===== src/rtl/fmul_cfg.svh =====
// Field positions, widths and constants of the multiply final add and exponent front end
`ifndef FMUL_CFG_SVH
`define FMUL_CFG_SVH

// Operand word layout
`define OPND_W 60
`define EXP_LO 48
`define EXP_HI 58
`define EXP_SIGN_BIT 59
`define COEF_TOP_BIT 47

// Exponent add network
`define EXP_W 11
`define EXP_SUM_W 13
`define EXP_BIAS_BIT 10
`define CORR_LO_BIT 4
`define CORR_HI_BIT 5
`define SP_THIRD_TERM 13'h0030

// Double-length product
`define UP_LO 24
`define UP_HI 95
`define LOW_W 24
`define RES_LO 48
`define SECT_W 8
`define SECT_N 9

`endif


===== src/rtl/fmul_pkg.sv =====
// Types shared by the multiply final add and exponent front end
`include "fmul_cfg.svh"

package fmul_pkg;

	// Clock periods counted from instruction start; period one is START itself
	typedef enum logic [2:0] {
		PER_IDLE,
		PER_2,
		PER_3,
		PER_4,
		PER_5
	} period_t;

	// Three rows of the upper product entering the last reduction pass
	typedef struct packed {
		logic [`UP_HI-`UP_LO:0] row_a;
		logic [`UP_HI-`UP_LO:0] row_b;
		logic [`UP_HI-`UP_LO:0] row_c;
	} prod_rows_t;

	// Loop bits of the low product bits
	typedef struct packed {
		logic [`LOW_W-1:0] sum;
		logic [`LOW_W-1:0] carry;
	} low_loop_t;

	// Exponent add network pseudo sums and carries
	typedef struct packed {
		logic [`EXP_SUM_W-1:0] psum;
		logic [`EXP_SUM_W-1:0] pcar;
	} exp_net_t;

	// Section carries and enables of the coefficient final add
	typedef struct packed {
		logic [`SECT_N-1:0] carry;
		logic [`SECT_N-1:0] enable;
	} sect_t;

endpackage


===== src/rtl/section_carry.sv =====
// Section carry and enable network with per-bit carry resolution
`timescale 1ns/10ps
`default_nettype none

module section_carry #(
	parameter int SECT_N = 9,
	parameter int SECT_W = 8
) (
	// Bit enables and bit generates
	input wire logic [SECT_N*SECT_W-1:0] bit_en,
	input wire logic [SECT_N*SECT_W-1:0] bit_gen,
	input wire logic carry_in,
	// Section terms and resolved carries
	output logic [SECT_N-1:0] sect_gen,
	output logic [SECT_N-1:0] sect_en,
	output logic [SECT_N*SECT_W-1:0] bit_carry
);

	logic [SECT_N:0] sect_cin;

	// Carry into the lowest section
	assign sect_cin[0] = carry_in;

	genvar gi;
	generate
		for (gi = 0; gi < SECT_N; gi++) begin : g_sect
			logic [SECT_W-1:0] car;
			logic gs;
			logic ps;

			// Section generate and enable, then carry pass and check inside the section
			always_comb begin
				logic c;
				c = sect_cin[gi];
				gs = 1'b0;
				ps = 1'b1;
				car = '0;
				for (int b = 0; b < SECT_W; b++) begin
					car[b] = c;
					c = bit_gen[gi*SECT_W+b] | (bit_en[gi*SECT_W+b] & c);
					gs = bit_gen[gi*SECT_W+b] | (bit_en[gi*SECT_W+b] & gs);
					ps = ps & bit_en[gi*SECT_W+b];
				end
			end

			// Section outputs and carry into the next section
			assign sect_gen[gi] = gs;
			assign sect_en[gi] = ps;
			assign sect_cin[gi+1] = gs | (ps & sect_cin[gi]);
			assign bit_carry[gi*SECT_W +: SECT_W] = car;
		end
	endgenerate

endmodule

`default_nettype wire


===== src/rtl/float_multiply_final_add_exponent.sv =====
// Multiply final reduction, final add, normalize decision and exponent front end
// Function
// - Period four reduces upper product to two rows
// - Final add split: enables/carries, then propagation
// - Low bits 0-23 summed in period four
// - Enables 24-31 are XOR, registered for five
// - Carries 25-31 are AND in period four
// - Enables 32-95 are XOR, registered for five
// - Carries 33-95 are AND in period four
// - Period five forms eight-bit section carry/enable
// - Unnormalized operands force the top section carry
// - Complemented sum 48-95 recomplemented when gated out
// - Bit 95 zero means shift left one unless forced
// - Period one captures exponent, complement when negative
// - Complement exponent bits 0-9, bit 10 kept
// - Exponents added as 13-bit ones complement
// - Third term zero for double, 060 single
// - Pseudo sums 0-3, 6-10 are XNOR
// - Pseudo sums 4-5 include the precision adjust
// - Pseudo carries OR; 5, 6 include correction
// - Sum bit is enable XOR resolved carry
// - Precision adjust set in period one, immediately
`timescale 1ns/10ps
`default_nettype none
`include "fmul_cfg.svh"

module float_multiply_final_add_exponent (
	// Clock and reset
	input wire logic SYS_CLK,
	input wire logic RST,
	// Instruction start and operands
	input wire logic START,
	input wire logic DBL_PREC,
	input wire logic [`OPND_W-1:0] OPND_J,
	input wire logic [`OPND_W-1:0] OPND_K,
	// Product terms from the earlier reduction levels
	input wire fmul_pkg::prod_rows_t PROD_ROWS,
	input wire fmul_pkg::low_loop_t LOW_LOOP,
	// Coefficient results
	output logic [`LOW_W-1:0] PRODUCT_LOW,
	output logic [`UP_HI-`RES_LO:0] COEF_RESULT,
	output logic LEFT_SHIFT,
	output logic RESULT_VALID,
	output fmul_pkg::sect_t SECTIONS,
	output logic BUSY,
	// Exponent front end
	output logic PRECISION_ADJUST,
	output logic SIGN_J,
	output logic SIGN_K,
	output logic [`EXP_W-1:0] EXP_TRUE_J,
	output logic [`EXP_W-1:0] EXP_TRUE_K,
	output fmul_pkg::exp_net_t EXP_NET,
	output logic [`EXP_SUM_W-1:0] EXP_SUM
);

	localparam int UW = `UP_HI - `UP_LO + 1;
	localparam int RW = `UP_HI - `RES_LO + 1;
	localparam int RS = `RES_LO - `UP_LO;

	fmul_pkg::period_t st_q, st_d;
	logic start_ok;

	// Period one is the START cycle while idle; operands held by the caller after it
	assign start_ok = START && (st_q == fmul_pkg::PER_IDLE);

	// Period sequencer
	always_comb begin
		case (st_q)
			fmul_pkg::PER_IDLE: st_d = start_ok ? fmul_pkg::PER_2 : fmul_pkg::PER_IDLE;
			fmul_pkg::PER_2: st_d = fmul_pkg::PER_3;
			fmul_pkg::PER_3: st_d = fmul_pkg::PER_4;
			fmul_pkg::PER_4: st_d = fmul_pkg::PER_5;
			fmul_pkg::PER_5: st_d = fmul_pkg::PER_IDLE;
			default: st_d = fmul_pkg::PER_IDLE;
		endcase
	end

	always_ff @(posedge SYS_CLK or posedge RST) begin
		if (RST) begin
			st_q <= fmul_pkg::PER_IDLE;
		end else begin
			st_q <= st_d;
		end
	end

	assign BUSY = (st_q != fmul_pkg::PER_IDLE);

	// Exponent input registers and precision flag
	logic [`EXP_W-1:0] exp_j_q, exp_j_d, exp_k_q, exp_k_d;
	logic sign_j_q, sign_j_d, sign_k_q, sign_k_d;
	logic adj_q, adj_d;

	always_comb begin
		exp_j_d = exp_j_q;
		exp_k_d = exp_k_q;
		sign_j_d = sign_j_q;
		sign_k_d = sign_k_q;
		adj_d = adj_q;
		if (start_ok) begin
			exp_j_d = OPND_J[`EXP_SIGN_BIT] ? ~OPND_J[`EXP_HI:`EXP_LO] : OPND_J[`EXP_HI:`EXP_LO];
			exp_k_d = OPND_K[`EXP_SIGN_BIT] ? ~OPND_K[`EXP_HI:`EXP_LO] : OPND_K[`EXP_HI:`EXP_LO];
			sign_j_d = OPND_J[`EXP_SIGN_BIT];
			sign_k_d = OPND_K[`EXP_SIGN_BIT];
			adj_d = !DBL_PREC;
		end
	end

	always_ff @(posedge SYS_CLK or posedge RST) begin
		if (RST) begin
			exp_j_q <= '0;
			exp_k_q <= '0;
			sign_j_q <= 1'b0;
			sign_k_q <= 1'b0;
			adj_q <= 1'b0;
		end else begin
			exp_j_q <= exp_j_d;
			exp_k_q <= exp_k_d;
			sign_j_q <= sign_j_d;
			sign_k_q <= sign_k_d;
			adj_q <= adj_d;
		end
	end

	// Adjust reaches the output in the same cycle it is decided; the add network takes the registered copy
	assign PRECISION_ADJUST = start_ok ? !DBL_PREC : adj_q;
	assign SIGN_J = sign_j_q;
	assign SIGN_K = sign_k_q;
	assign EXP_TRUE_J = exp_j_q;
	assign EXP_TRUE_K = exp_k_q;

	// Add network inputs: low ten bits complemented, bias bit passed true
	logic [`EXP_W-1:0] add_j, add_k;
	assign add_j = {exp_j_q[`EXP_BIAS_BIT], ~exp_j_q[`EXP_BIAS_BIT-1:0]};
	assign add_k = {exp_k_q[`EXP_BIAS_BIT], ~exp_k_q[`EXP_BIAS_BIT-1:0]};

	// Add network first half and full ones complement sum
	fmul_pkg::exp_net_t net_q, net_d;
	logic [`EXP_SUM_W-1:0] esum_q, esum_d;
	logic [`EXP_SUM_W-1:0] third;
	logic [`EXP_SUM_W+1:0] raw;
	logic [`EXP_SUM_W:0] fold;

	always_comb begin
		net_d = net_q;
		esum_d = esum_q;
		third = adj_q ? `SP_THIRD_TERM : '0;
		raw = (`EXP_SUM_W+2)'(add_j) + (`EXP_SUM_W+2)'(add_k) + (`EXP_SUM_W+2)'(third);
		fold = (`EXP_SUM_W+1)'(raw[`EXP_SUM_W-1:0]) + (`EXP_SUM_W+1)'(raw[`EXP_SUM_W+1:`EXP_SUM_W]);
		if (st_q == fmul_pkg::PER_2) begin
			net_d = '0;
			for (int i = 0; i < `EXP_W; i++) begin
				if (i == `CORR_LO_BIT || i == `CORR_HI_BIT) begin
					net_d.psum[i] = add_j[i] ^ add_k[i] ^ adj_q;
				end else begin
					net_d.psum[i] = ~(add_j[i] ^ add_k[i]);
				end
				if (i == `CORR_LO_BIT || i == `CORR_HI_BIT) begin
					net_d.pcar[i+1] = add_j[i] | add_k[i] | adj_q;
				end else begin
					net_d.pcar[i+1] = add_j[i] | add_k[i];
				end
			end
			esum_d = fold[`EXP_SUM_W-1:0] + `EXP_SUM_W'(fold[`EXP_SUM_W]);
		end
	end

	always_ff @(posedge SYS_CLK or posedge RST) begin
		if (RST) begin
			net_q <= '0;
			esum_q <= '0;
		end else begin
			net_q <= net_d;
			esum_q <= esum_d;
		end
	end

	assign EXP_NET = net_q;
	assign EXP_SUM = esum_q;

	// Last reduction pass: three rows to a pseudo sum and carry per position
	logic [UW-1:0] s_w, cr_w, en_w, gen_w;
	logic [`LOW_W:0] low_w;

	always_comb begin
		s_w = PROD_ROWS.row_a ^ PROD_ROWS.row_b ^ PROD_ROWS.row_c;
		cr_w = {(PROD_ROWS.row_a[UW-2:0] & PROD_ROWS.row_b[UW-2:0])
			| (PROD_ROWS.row_a[UW-2:0] & PROD_ROWS.row_c[UW-2:0])
			| (PROD_ROWS.row_b[UW-2:0] & PROD_ROWS.row_c[UW-2:0]), 1'b0};
		en_w = s_w ^ cr_w;
		gen_w = s_w & cr_w;
		low_w = (`LOW_W+1)'(LOW_LOOP.sum) + (`LOW_W+1)'(LOW_LOOP.carry);
	end

	// First half results held into period five
	logic [UW-1:0] en_q, en_d, bc_q, bc_d;
	logic force_q, force_d;
	logic [`LOW_W-1:0] plow_q, plow_d;

	always_comb begin
		en_d = en_q;
		bc_d = bc_q;
		force_d = force_q;
		plow_d = plow_q;
		if (st_q == fmul_pkg::PER_4) begin
			en_d = en_w;
			bc_d = {gen_w[UW-2:0], low_w[`LOW_W]};
			force_d = ~(OPND_J[`COEF_TOP_BIT] & OPND_K[`COEF_TOP_BIT]);
			plow_d = low_w[`LOW_W-1:0];
		end
	end

	always_ff @(posedge SYS_CLK or posedge RST) begin
		if (RST) begin
			en_q <= '0;
			bc_q <= '0;
			force_q <= 1'b0;
			plow_q <= '0;
		end else begin
			en_q <= en_d;
			bc_q <= bc_d;
			force_q <= force_d;
			plow_q <= plow_d;
		end
	end

	assign PRODUCT_LOW = plow_q;

	// Second half: section terms and pass and carry check propagation
	logic [`SECT_N-1:0] sgen_w, sen_w;
	logic [UW-1:0] car_w, sum_n_w, true_w;

	section_carry #(
		.SECT_N(`SECT_N),
		.SECT_W(`SECT_W)
	) u_sect (
		.bit_en(en_q),
		.bit_gen({1'b0, bc_q[UW-1:1]}),
		.carry_in(bc_q[0]),
		.sect_gen(sgen_w),
		.sect_en(sen_w),
		.bit_carry(car_w)
	);

	// Sum in complemented form, recomplemented at the gate
	assign sum_n_w = ~(en_q ^ car_w);
	assign true_w = ~sum_n_w;

	// Result gating in period five with the normalizing shift decision
	logic [RW-1:0] coef_q, coef_d;
	logic shift_q, shift_d, valid_q, valid_d, norm_w;
	fmul_pkg::sect_t sect_q, sect_d;

	always_comb begin
		norm_w = true_w[UW-1] | force_q;
		coef_d = coef_q;
		shift_d = shift_q;
		sect_d = sect_q;
		valid_d = (st_q == fmul_pkg::PER_5);
		if (st_q == fmul_pkg::PER_5) begin
			shift_d = ~norm_w;
			coef_d = norm_w ? true_w[UW-1:RS] : true_w[UW-2:RS-1];
			sect_d.carry = sgen_w | {force_q, {(`SECT_N-1){1'b0}}};
			sect_d.enable = sen_w;
		end
	end

	always_ff @(posedge SYS_CLK or posedge RST) begin
		if (RST) begin
			coef_q <= '0;
			shift_q <= 1'b0;
			sect_q <= '0;
			valid_q <= 1'b0;
		end else begin
			coef_q <= coef_d;
			shift_q <= shift_d;
			sect_q <= sect_d;
			valid_q <= valid_d;
		end
	end

	assign COEF_RESULT = coef_q;
	assign LEFT_SHIFT = shift_q;
	assign SECTIONS = sect_q;
	assign RESULT_VALID = valid_q;
endmodule

`default_nettype wire


===== config.mk =====
export PLATFORM = sky130hd
export DESIGN_NAME = float_multiply_final_add_exponent
export DESIGN_NICKNAME = d
export VERILOG_FILES = /design/src/rtl/fmul_pkg.sv /design/src/rtl/section_carry.sv /design/src/rtl/float_multiply_final_add_exponent.sv
export VERILOG_INCLUDE_DIRS = /design/src /design/src/rtl
export SDC_FILE = /design/constraint.sdc
export NUM_CORES = 1
export LEC_CHECK = 0
export ABC_AREA = 1
export BUFFER_PORTS_ARGS = -buffer_cell sky130_fd_sc_hd__buf_4
export CAP_MARGIN = 20
export CORE_AREA = 5 5 212 214
export DETAILED_ROUTE_END_ITERATION = 10
export DIE_AREA = 0 0 217 219
export GPL_TIMING_DRIVEN = 0
export PLACE_DENSITY = 0.64
export SETUP_SLACK_MARGIN = 0.02
export SLEW_MARGIN = 20
export SYNTH_ARGS = -nofsm -noshare
export SYNTH_HDL_FRONTEND = slang
export SYNTH_SLANG_ARGS = --single-unit

===== constraint.sdc =====
create_clock -name SYS_CLK -period 12.2 [get_ports SYS_CLK]
set_input_delay 2.44 -clock SYS_CLK [delete_from_list [all_inputs] [get_ports SYS_CLK]]
set_output_delay 2.44 -clock SYS_CLK [all_outputs]
set_load 0.05 [all_outputs]

After elaboration in Yosys (flattened, before gate mapping)
Cells that the tools add are included.

Word-level logic and storage cells: 424. Output and inout bits: 157. Flip-flop bits (word level): 300.

Bitwise gates (word level): 386. $add $sub $neg: 5. Reductions and logical operators: 4. Muxes and demuxes: 7. Eq/ne operators: 4.

Operators by type and width (number): $xor A72 B72 Y72 (4); $and A71 B71 Y71 (4); $and A1 B1 Y1 (198); $or A1 B1 Y1 (147); $not A72 Y72 (2); $or A71 B71 Y71 (2); $mux W48 (1); $add A24 B24 Y25 (1); $mux W11 (2); $not A11 Y11 (2); $not A10 Y10 (2); $add A13 B1 Y14 const B (1); $add A12 B6 Y13 (1); $add A13 B1 Y13 (1); $xor A1 B1 Y1 (13); $add A11 B11 Y12 (1); $pmux W3 S4 (1); $not A1 Y1 (11); $or A9 B9 Y9 (1); $eq A3 B2 Y1 const B (2); $mux W6 (1); $eq A3 B1 Y1 const B (1); $eq A3 B3 Y1 const B (1); $logic_not A3 Y1 (1); 4 further kinds (5).

Depth between registers and ports, before layout
Depth in word-level cells: 48. Depth in mapped cells: 41. Depth with buffers taken out: 40.

Modules after synthesis
A second synthesis with hierarchy kept.

Cells, all modules: 2239. Area total of the unflattened synthesis: 18491.5 sq um.

Modules (own cells, without submodules): float_multiply_final_add_exponent (area each 16956.3 sq um, cells each 1956, instances 1, sequential area each 7482.2 sq um); section_carry (area each 1535.2 sq um, cells each 283, instances 1, sequential area each 0.0 sq um).

Worst setup path after synthesis
OpenSTA, ideal clock, no wires.

Kind: input to output. Start point: in START. End point: out PRECISION_ADJUST. Required time: 9.760 ns. Stages on the path: 3. Slack: 5.828 ns. Arrival: 3.932 ns. Path buffers: 1. Cells stage by stage: nand3_1 -> clkbuf_1 -> o21ai_0.

Longest elaborated chain between the ends: 2.

Ends and longest elaborated chain: start: declaration (line float_multiply_final_add_exponent.sv:32) `input wire logic START,`; $logic_and A1 B1 Y1 (line float_multiply_final_add_exponent.sv:64) `assign start_ok = START && (st_q == fmul_pkg::PER_IDLE);`; $mux W1; end: declaration (line float_multiply_final_add_exponent.sv:47) `output logic PRECISION_ADJUST,`.

Every way passes these cells.

Final worst setup path
Start point: reg en_q[5]. End point: reg coef_q[39], in the netlist COEF_RESULT[39].

Longest elaborated chain between the ends: 40.

Ends and longest elaborated chain: start: declaration (line float_multiply_final_add_exponent.sv:195) `logic [UW-1:0] en_q, en_d, bc_q, bc_d;`; start signal: assignment (line float_multiply_final_add_exponent.sv:219) `en_q <= en_d;`; $and A1 B1 Y1 (line section_carry.sv:41) `gs = bit_gen[gi*SECT_W+b] | (bit_en[gi*SECT_W+b] & gs);`; $or A1 B1 Y1 (line section_carry.sv:41); $and A1 B1 Y1 (line section_carry.sv:41); $or A1 B1 Y1 (line section_carry.sv:41); $and A1 B1 Y1 (line section_carry.sv:41); $or A1 B1 Y1 (line section_carry.sv:41); $or A1 B1 Y1 * (line section_carry.sv:49) `assign sect_cin[gi+1] = gs | (ps & sect_cin[gi]);`; $and A1 B1 Y1 * (line section_carry.sv:49); [... 24 more ...]; $or A1 B1 Y1 (line section_carry.sv:40) `c = bit_gen[gi*SECT_W+b] | (bit_en[gi*SECT_W+b] & c);`; $and A1 B1 Y1 (line section_carry.sv:40); $or A1 B1 Y1 (line section_carry.sv:40); $xor A72 B72 Y72 * (line float_multiply_final_add_exponent.sv:245) `assign sum_n_w = ~(en_q ^ car_w);`; $not A72 Y72 * (line float_multiply_final_add_exponent.sv:245); $not A72 Y72 * (line float_multiply_final_add_exponent.sv:246) `assign true_w = ~sum_n_w;`; $or A1 B1 Y1 (line float_multiply_final_add_exponent.sv:254) `norm_w = true_w[UW-1] | force_q;`; $mux W48 * (line float_multiply_final_add_exponent.sv:261) `coef_d = norm_w ? true_w[UW-1:RS] : true_w[UW-2:RS-1];`; end signal: assignment (line float_multiply_final_add_exponent.sv:274) `coef_q <= coef_d;`; end: declaration (line float_multiply_final_add_exponent.sv:249) `logic [RW-1:0] coef_q, coef_d;`.

Every way passes the cells marked *; elsewhere a longest branch is shown, timed or not. A chain may end at the register's enable or synchronous reset.

==> summary.md <==
| Metric | Value |
|---|---|
| Total CTS buffers | `36` |
| Remaining DRCs | `0` |
| Design Power | `roughly 6.4 mW` |
| Via count | `about 15,000` |
| Detailed Place HPWL | `approximately 44 mm` |
| Post-cts resize count | `0` |
| Share of the synthesized area in the top cell type | `0.433` |
| Max Cap Viol | `0` |
| GR Overflow Total | `0` |
| Yosys warns | `0` |
| #FFs+latches synth | `299` |
| Worst setup margin | `approximately 5.6 ns` |
| Final hold violations | `0` |
| Final GP Congestion | `just under 0.9` |
| Clk pwr share | `0.174` |
| Most common cell in the synthesized netlist | `nand2_1` |
| Reg2reg path depth | `40` |
| Worst Hold Depth | `2` |
| Setup violators final | `0` |
| Crit path launch type | `register` |
| PortBufs | `~450` |
| CP arrival | `6.99 ns` |
| Final instance area | `22,600 um2` |
| Antenna violations before repair | `0` |
| GRT Util Overall | `0.231` |
| Dpl cells | `slightly below 3,000` |
| Largest net degree at the start of global routing | `between 100 and 150` |
| Critical path capture point type | `register` |
| Hold WS | `~0.48 ns` |
| Post-Syn Area | `approximately 17,000 um2` |
| Final Util | `0.530` |
| Slew Limit Fails | `0` |
| CP Buf/Inv Count | `3` |
| Max Fclk | `approximately 0.15 GHz` |
| Vias in the first global route | `15,500` |
| CTS Hold Bufs | `0` |
| Placed instance area | `21,400 um2` |
| Status | `completed` |
| Worst hold path class | `reg2reg` |
| Insertion delay to the later sink of the worst-skew pair | `0.53 ns` |
| Number of fill cells | `between 4,000 and 5,000` |
| Final Non-Filler Cells | `approximately 3,000` |
| Switching Fraction | `0.488` |
| Setup Fix Bufs, Post-CTS | `0` |
| I/O pins | `roughly 550` |
| CTS tree | `built` |
| First-pass GRT wire length | `86.7 mm` |
| Peak VDD IR | `~180 uV` |
| Ant diodes | `0` |
| Required time worst endpoint | `between 10 and 15 ns` |
| Syn Inst Count | `around 1,900` |
| Worst Skew | `around 0.022 ns` |
| Multi-input gate area | `9120 um2` |
| Post-synth ARST share | `1.00` |
| Layout cells sized above 1 | `0.233` |
| Crit Path Max Fanout | `10` |
| Die width | `roughly 220 um` |
| Core Area | `~43,000 um2` |
| Final worst path period share | `0.539` |
| Post-layout net count | `3,054` |
| Critical path type | `reg2reg` |
| Comb pwr share | `0.534` |
| Largest stage delay, worst path | `between 0.4 and 0.5 ns` |
| Clock transition at the registers of the reported paths | `around 0.060 ns` |
| Routed Antenna Nets | `0` |
| Deepest level of the CTS H-tree | `2` |
| P&R area growth vs syn | `31.0%` |
| Initial core utilization | `0.405` |
| TritonRoute pass-1 iters | `5` |
| Clk root buf | `clkbuf_16` |
| Sw power | `a little over 3 mW` |
| Site Rows | `76` |
| Distinct cells, synth | `39` |
| CTS sink cnt | `299` |
| CTS Buffer Depth | `3` |
| Synth top area cells | `dfrtp_1, nand2_1, ha_1` |
| Syn avg cell area | `between 8 and 9 um2` |
| Slowest CP cell | `nor2_1` |
| Total negative slack | `0 ns` |
| Leak | `11.7 nW` |
| Routed len/inst | `between 15 and 20 um` |
| Stages on worst setup path | `40` |
| RSZ-0062 raised after global routing | `no` |
| Storage cell area | `7480 um2` |
| Tmin final | `between 6 and 7 ns` |
| Slew @ Worst Pin | `between 1 and 1.5 ns` |
| Number of enable flip-flop cells after synthesis | `0` |
| Pwr Density | `~280 nW/um2` |
| Worst slew margin | `0.248` |
| Worst path top cell family by delay | `simple AND/OR/NAND/NOR gates` |
| Post-Place Setup Slack | `around 5.6 ns` |
| Largest area contributor in the netlist | `dfrtp_1` |
| Post-synth top flop | `dfrtp_1` |
| Int Power | `between 3 and 4 mW` |
| Initial drt markers | `around 1,000` |
| Seq/Total Area, Yosys | `0.433` |
| Seq pwr share | `0.292` |
| Routed WL | `~56 mm` |
| Die area | `roughly 48,000 um2` |
| Die Height | `219 um` |
| Avg Vias per Cell | `4.98` |
| Synth cell count leaders | `nand2_1, dfrtp_1, ha_1` |
[power by group through the flow]
stage,registers (mW),clock network (mW),logic [mW]
after global placement,1.84,0,3.35
after floorplan,2.57,0,1.46
after CTS,1.85,1.13,3.42
final,1.85,1.11,3.39
after global routing,1.91,1.17,3.73
after detailed placement,1.85,0,3.40
[registers in the layout (all words and copies together) (netlist names), 3 cells and up]
signal and count:
en_q 72, bc_q 71, COEF_RESULT 48, PRODUCT_LOW 24, EXP_NET 22, SECTIONS 18, EXP_SUM 13, EXP_TRUE_J 11
EXP_TRUE_K 11, st_q 3
[cell usage in the layout, fill, tap and decap left out, types with 5 or more instances in the layout]
cell type	netlist	final
nor3_1	9	9
fa_1	77	77
dfrtp_1	299	299
ha_1	166	166
nor2_1	105	105
nand3_1	27	27
a31oi_1	13	13
o21ai_0	142	142
nand2_1	640	640
inv_2	6	6
o21ai_1	71	71
xnor2_1	34	34
clkinv_2	0	7
clkbuf_8	0	7
inv_1	95	94
buf_4	4	450
xor2_1	11	11
or2_2	38	38
nand2_2	9	9
nand4_1	5	5
a21oi_1	74	74
clkbuf_16	0	36
clkbuf_1	69	75
[cell families (layout without fill, tap and decap cells)]
| family | after synthesis | after routing | share of synthesized area |
|---|---|---|---|
| other | 1 | 4 | 0.000217 |
| AO/OA/AOI/OAI | 323 | 323 | 0.0984 |
| XOR/XNOR | 45 | 45 | 0.0228 |
| adder cells (fa/ha/maj) | 243 | 243 | 0.209 |
| AND/OR/NAND/NOR | 843 | 843 | 0.196 |
| flip-flops | 299 | 299 | 0.433 |
| buffers and inverters | 179 | 692 | 0.0398 |
[routing by layer]
layer,wire length (um),vias up,global-route usage
met5,0,-,0
met4,1420,0,0.0607
met3,3250,67,0.0397
met2,26600,437,0.388
met1,24500,7155,0.313
li1,-,7249,-
[cell type report]
type                            count  area share
Buffer                             77      0.0134
Clock buffer                       49      0.0451
Clock inverter                     15     0.00863
Inverter                          102      0.0173
Multi-Input combinational cell   1458       0.403
Sequential cell                   299       0.331
Tap cell                          546      0.0302
Timing Repair Buffer              449       0.152
[final timing paths]
path	startpoint	end	slack [ns]
max	en_q[5]$_DFFE_PP0P_	COEF_RESULT[39]$_DFFE_PP0P_	5.62
min	en_q[10]$_DFFE_PP0P_	en_q[10]$_DFFE_PP0P_	0.48
max reg2reg	en_q[5]$_DFFE_PP0P_	COEF_RESULT[39]$_DFFE_PP0P_	5.62
min reg2reg	en_q[10]$_DFFE_PP0P_	en_q[10]$_DFFE_PP0P_	0.48
max in group asynchronous	RST	SECTIONS[7]$_DFFE_PP0P_	9.38
min in group asynchronous	RST	EXP_NET[13]$_DFFE_PP0P_	1.94
[worst register-to-register path, delay by kind of cell (launching register included)]
family | cells | cell delay [ns]
AO/OA/AOI/OAI | 1 | 0.33
XOR/XNOR | 1 | 0.10
adder cells (fa/ha/maj) | 7 | 1.26
buffers and inverters | 3 | 0.59
flip-flops | 1 | 0.40
AND/OR/NAND/NOR | 28 | 3.82
No activity file was read; power rests on OpenSTA's default activity.
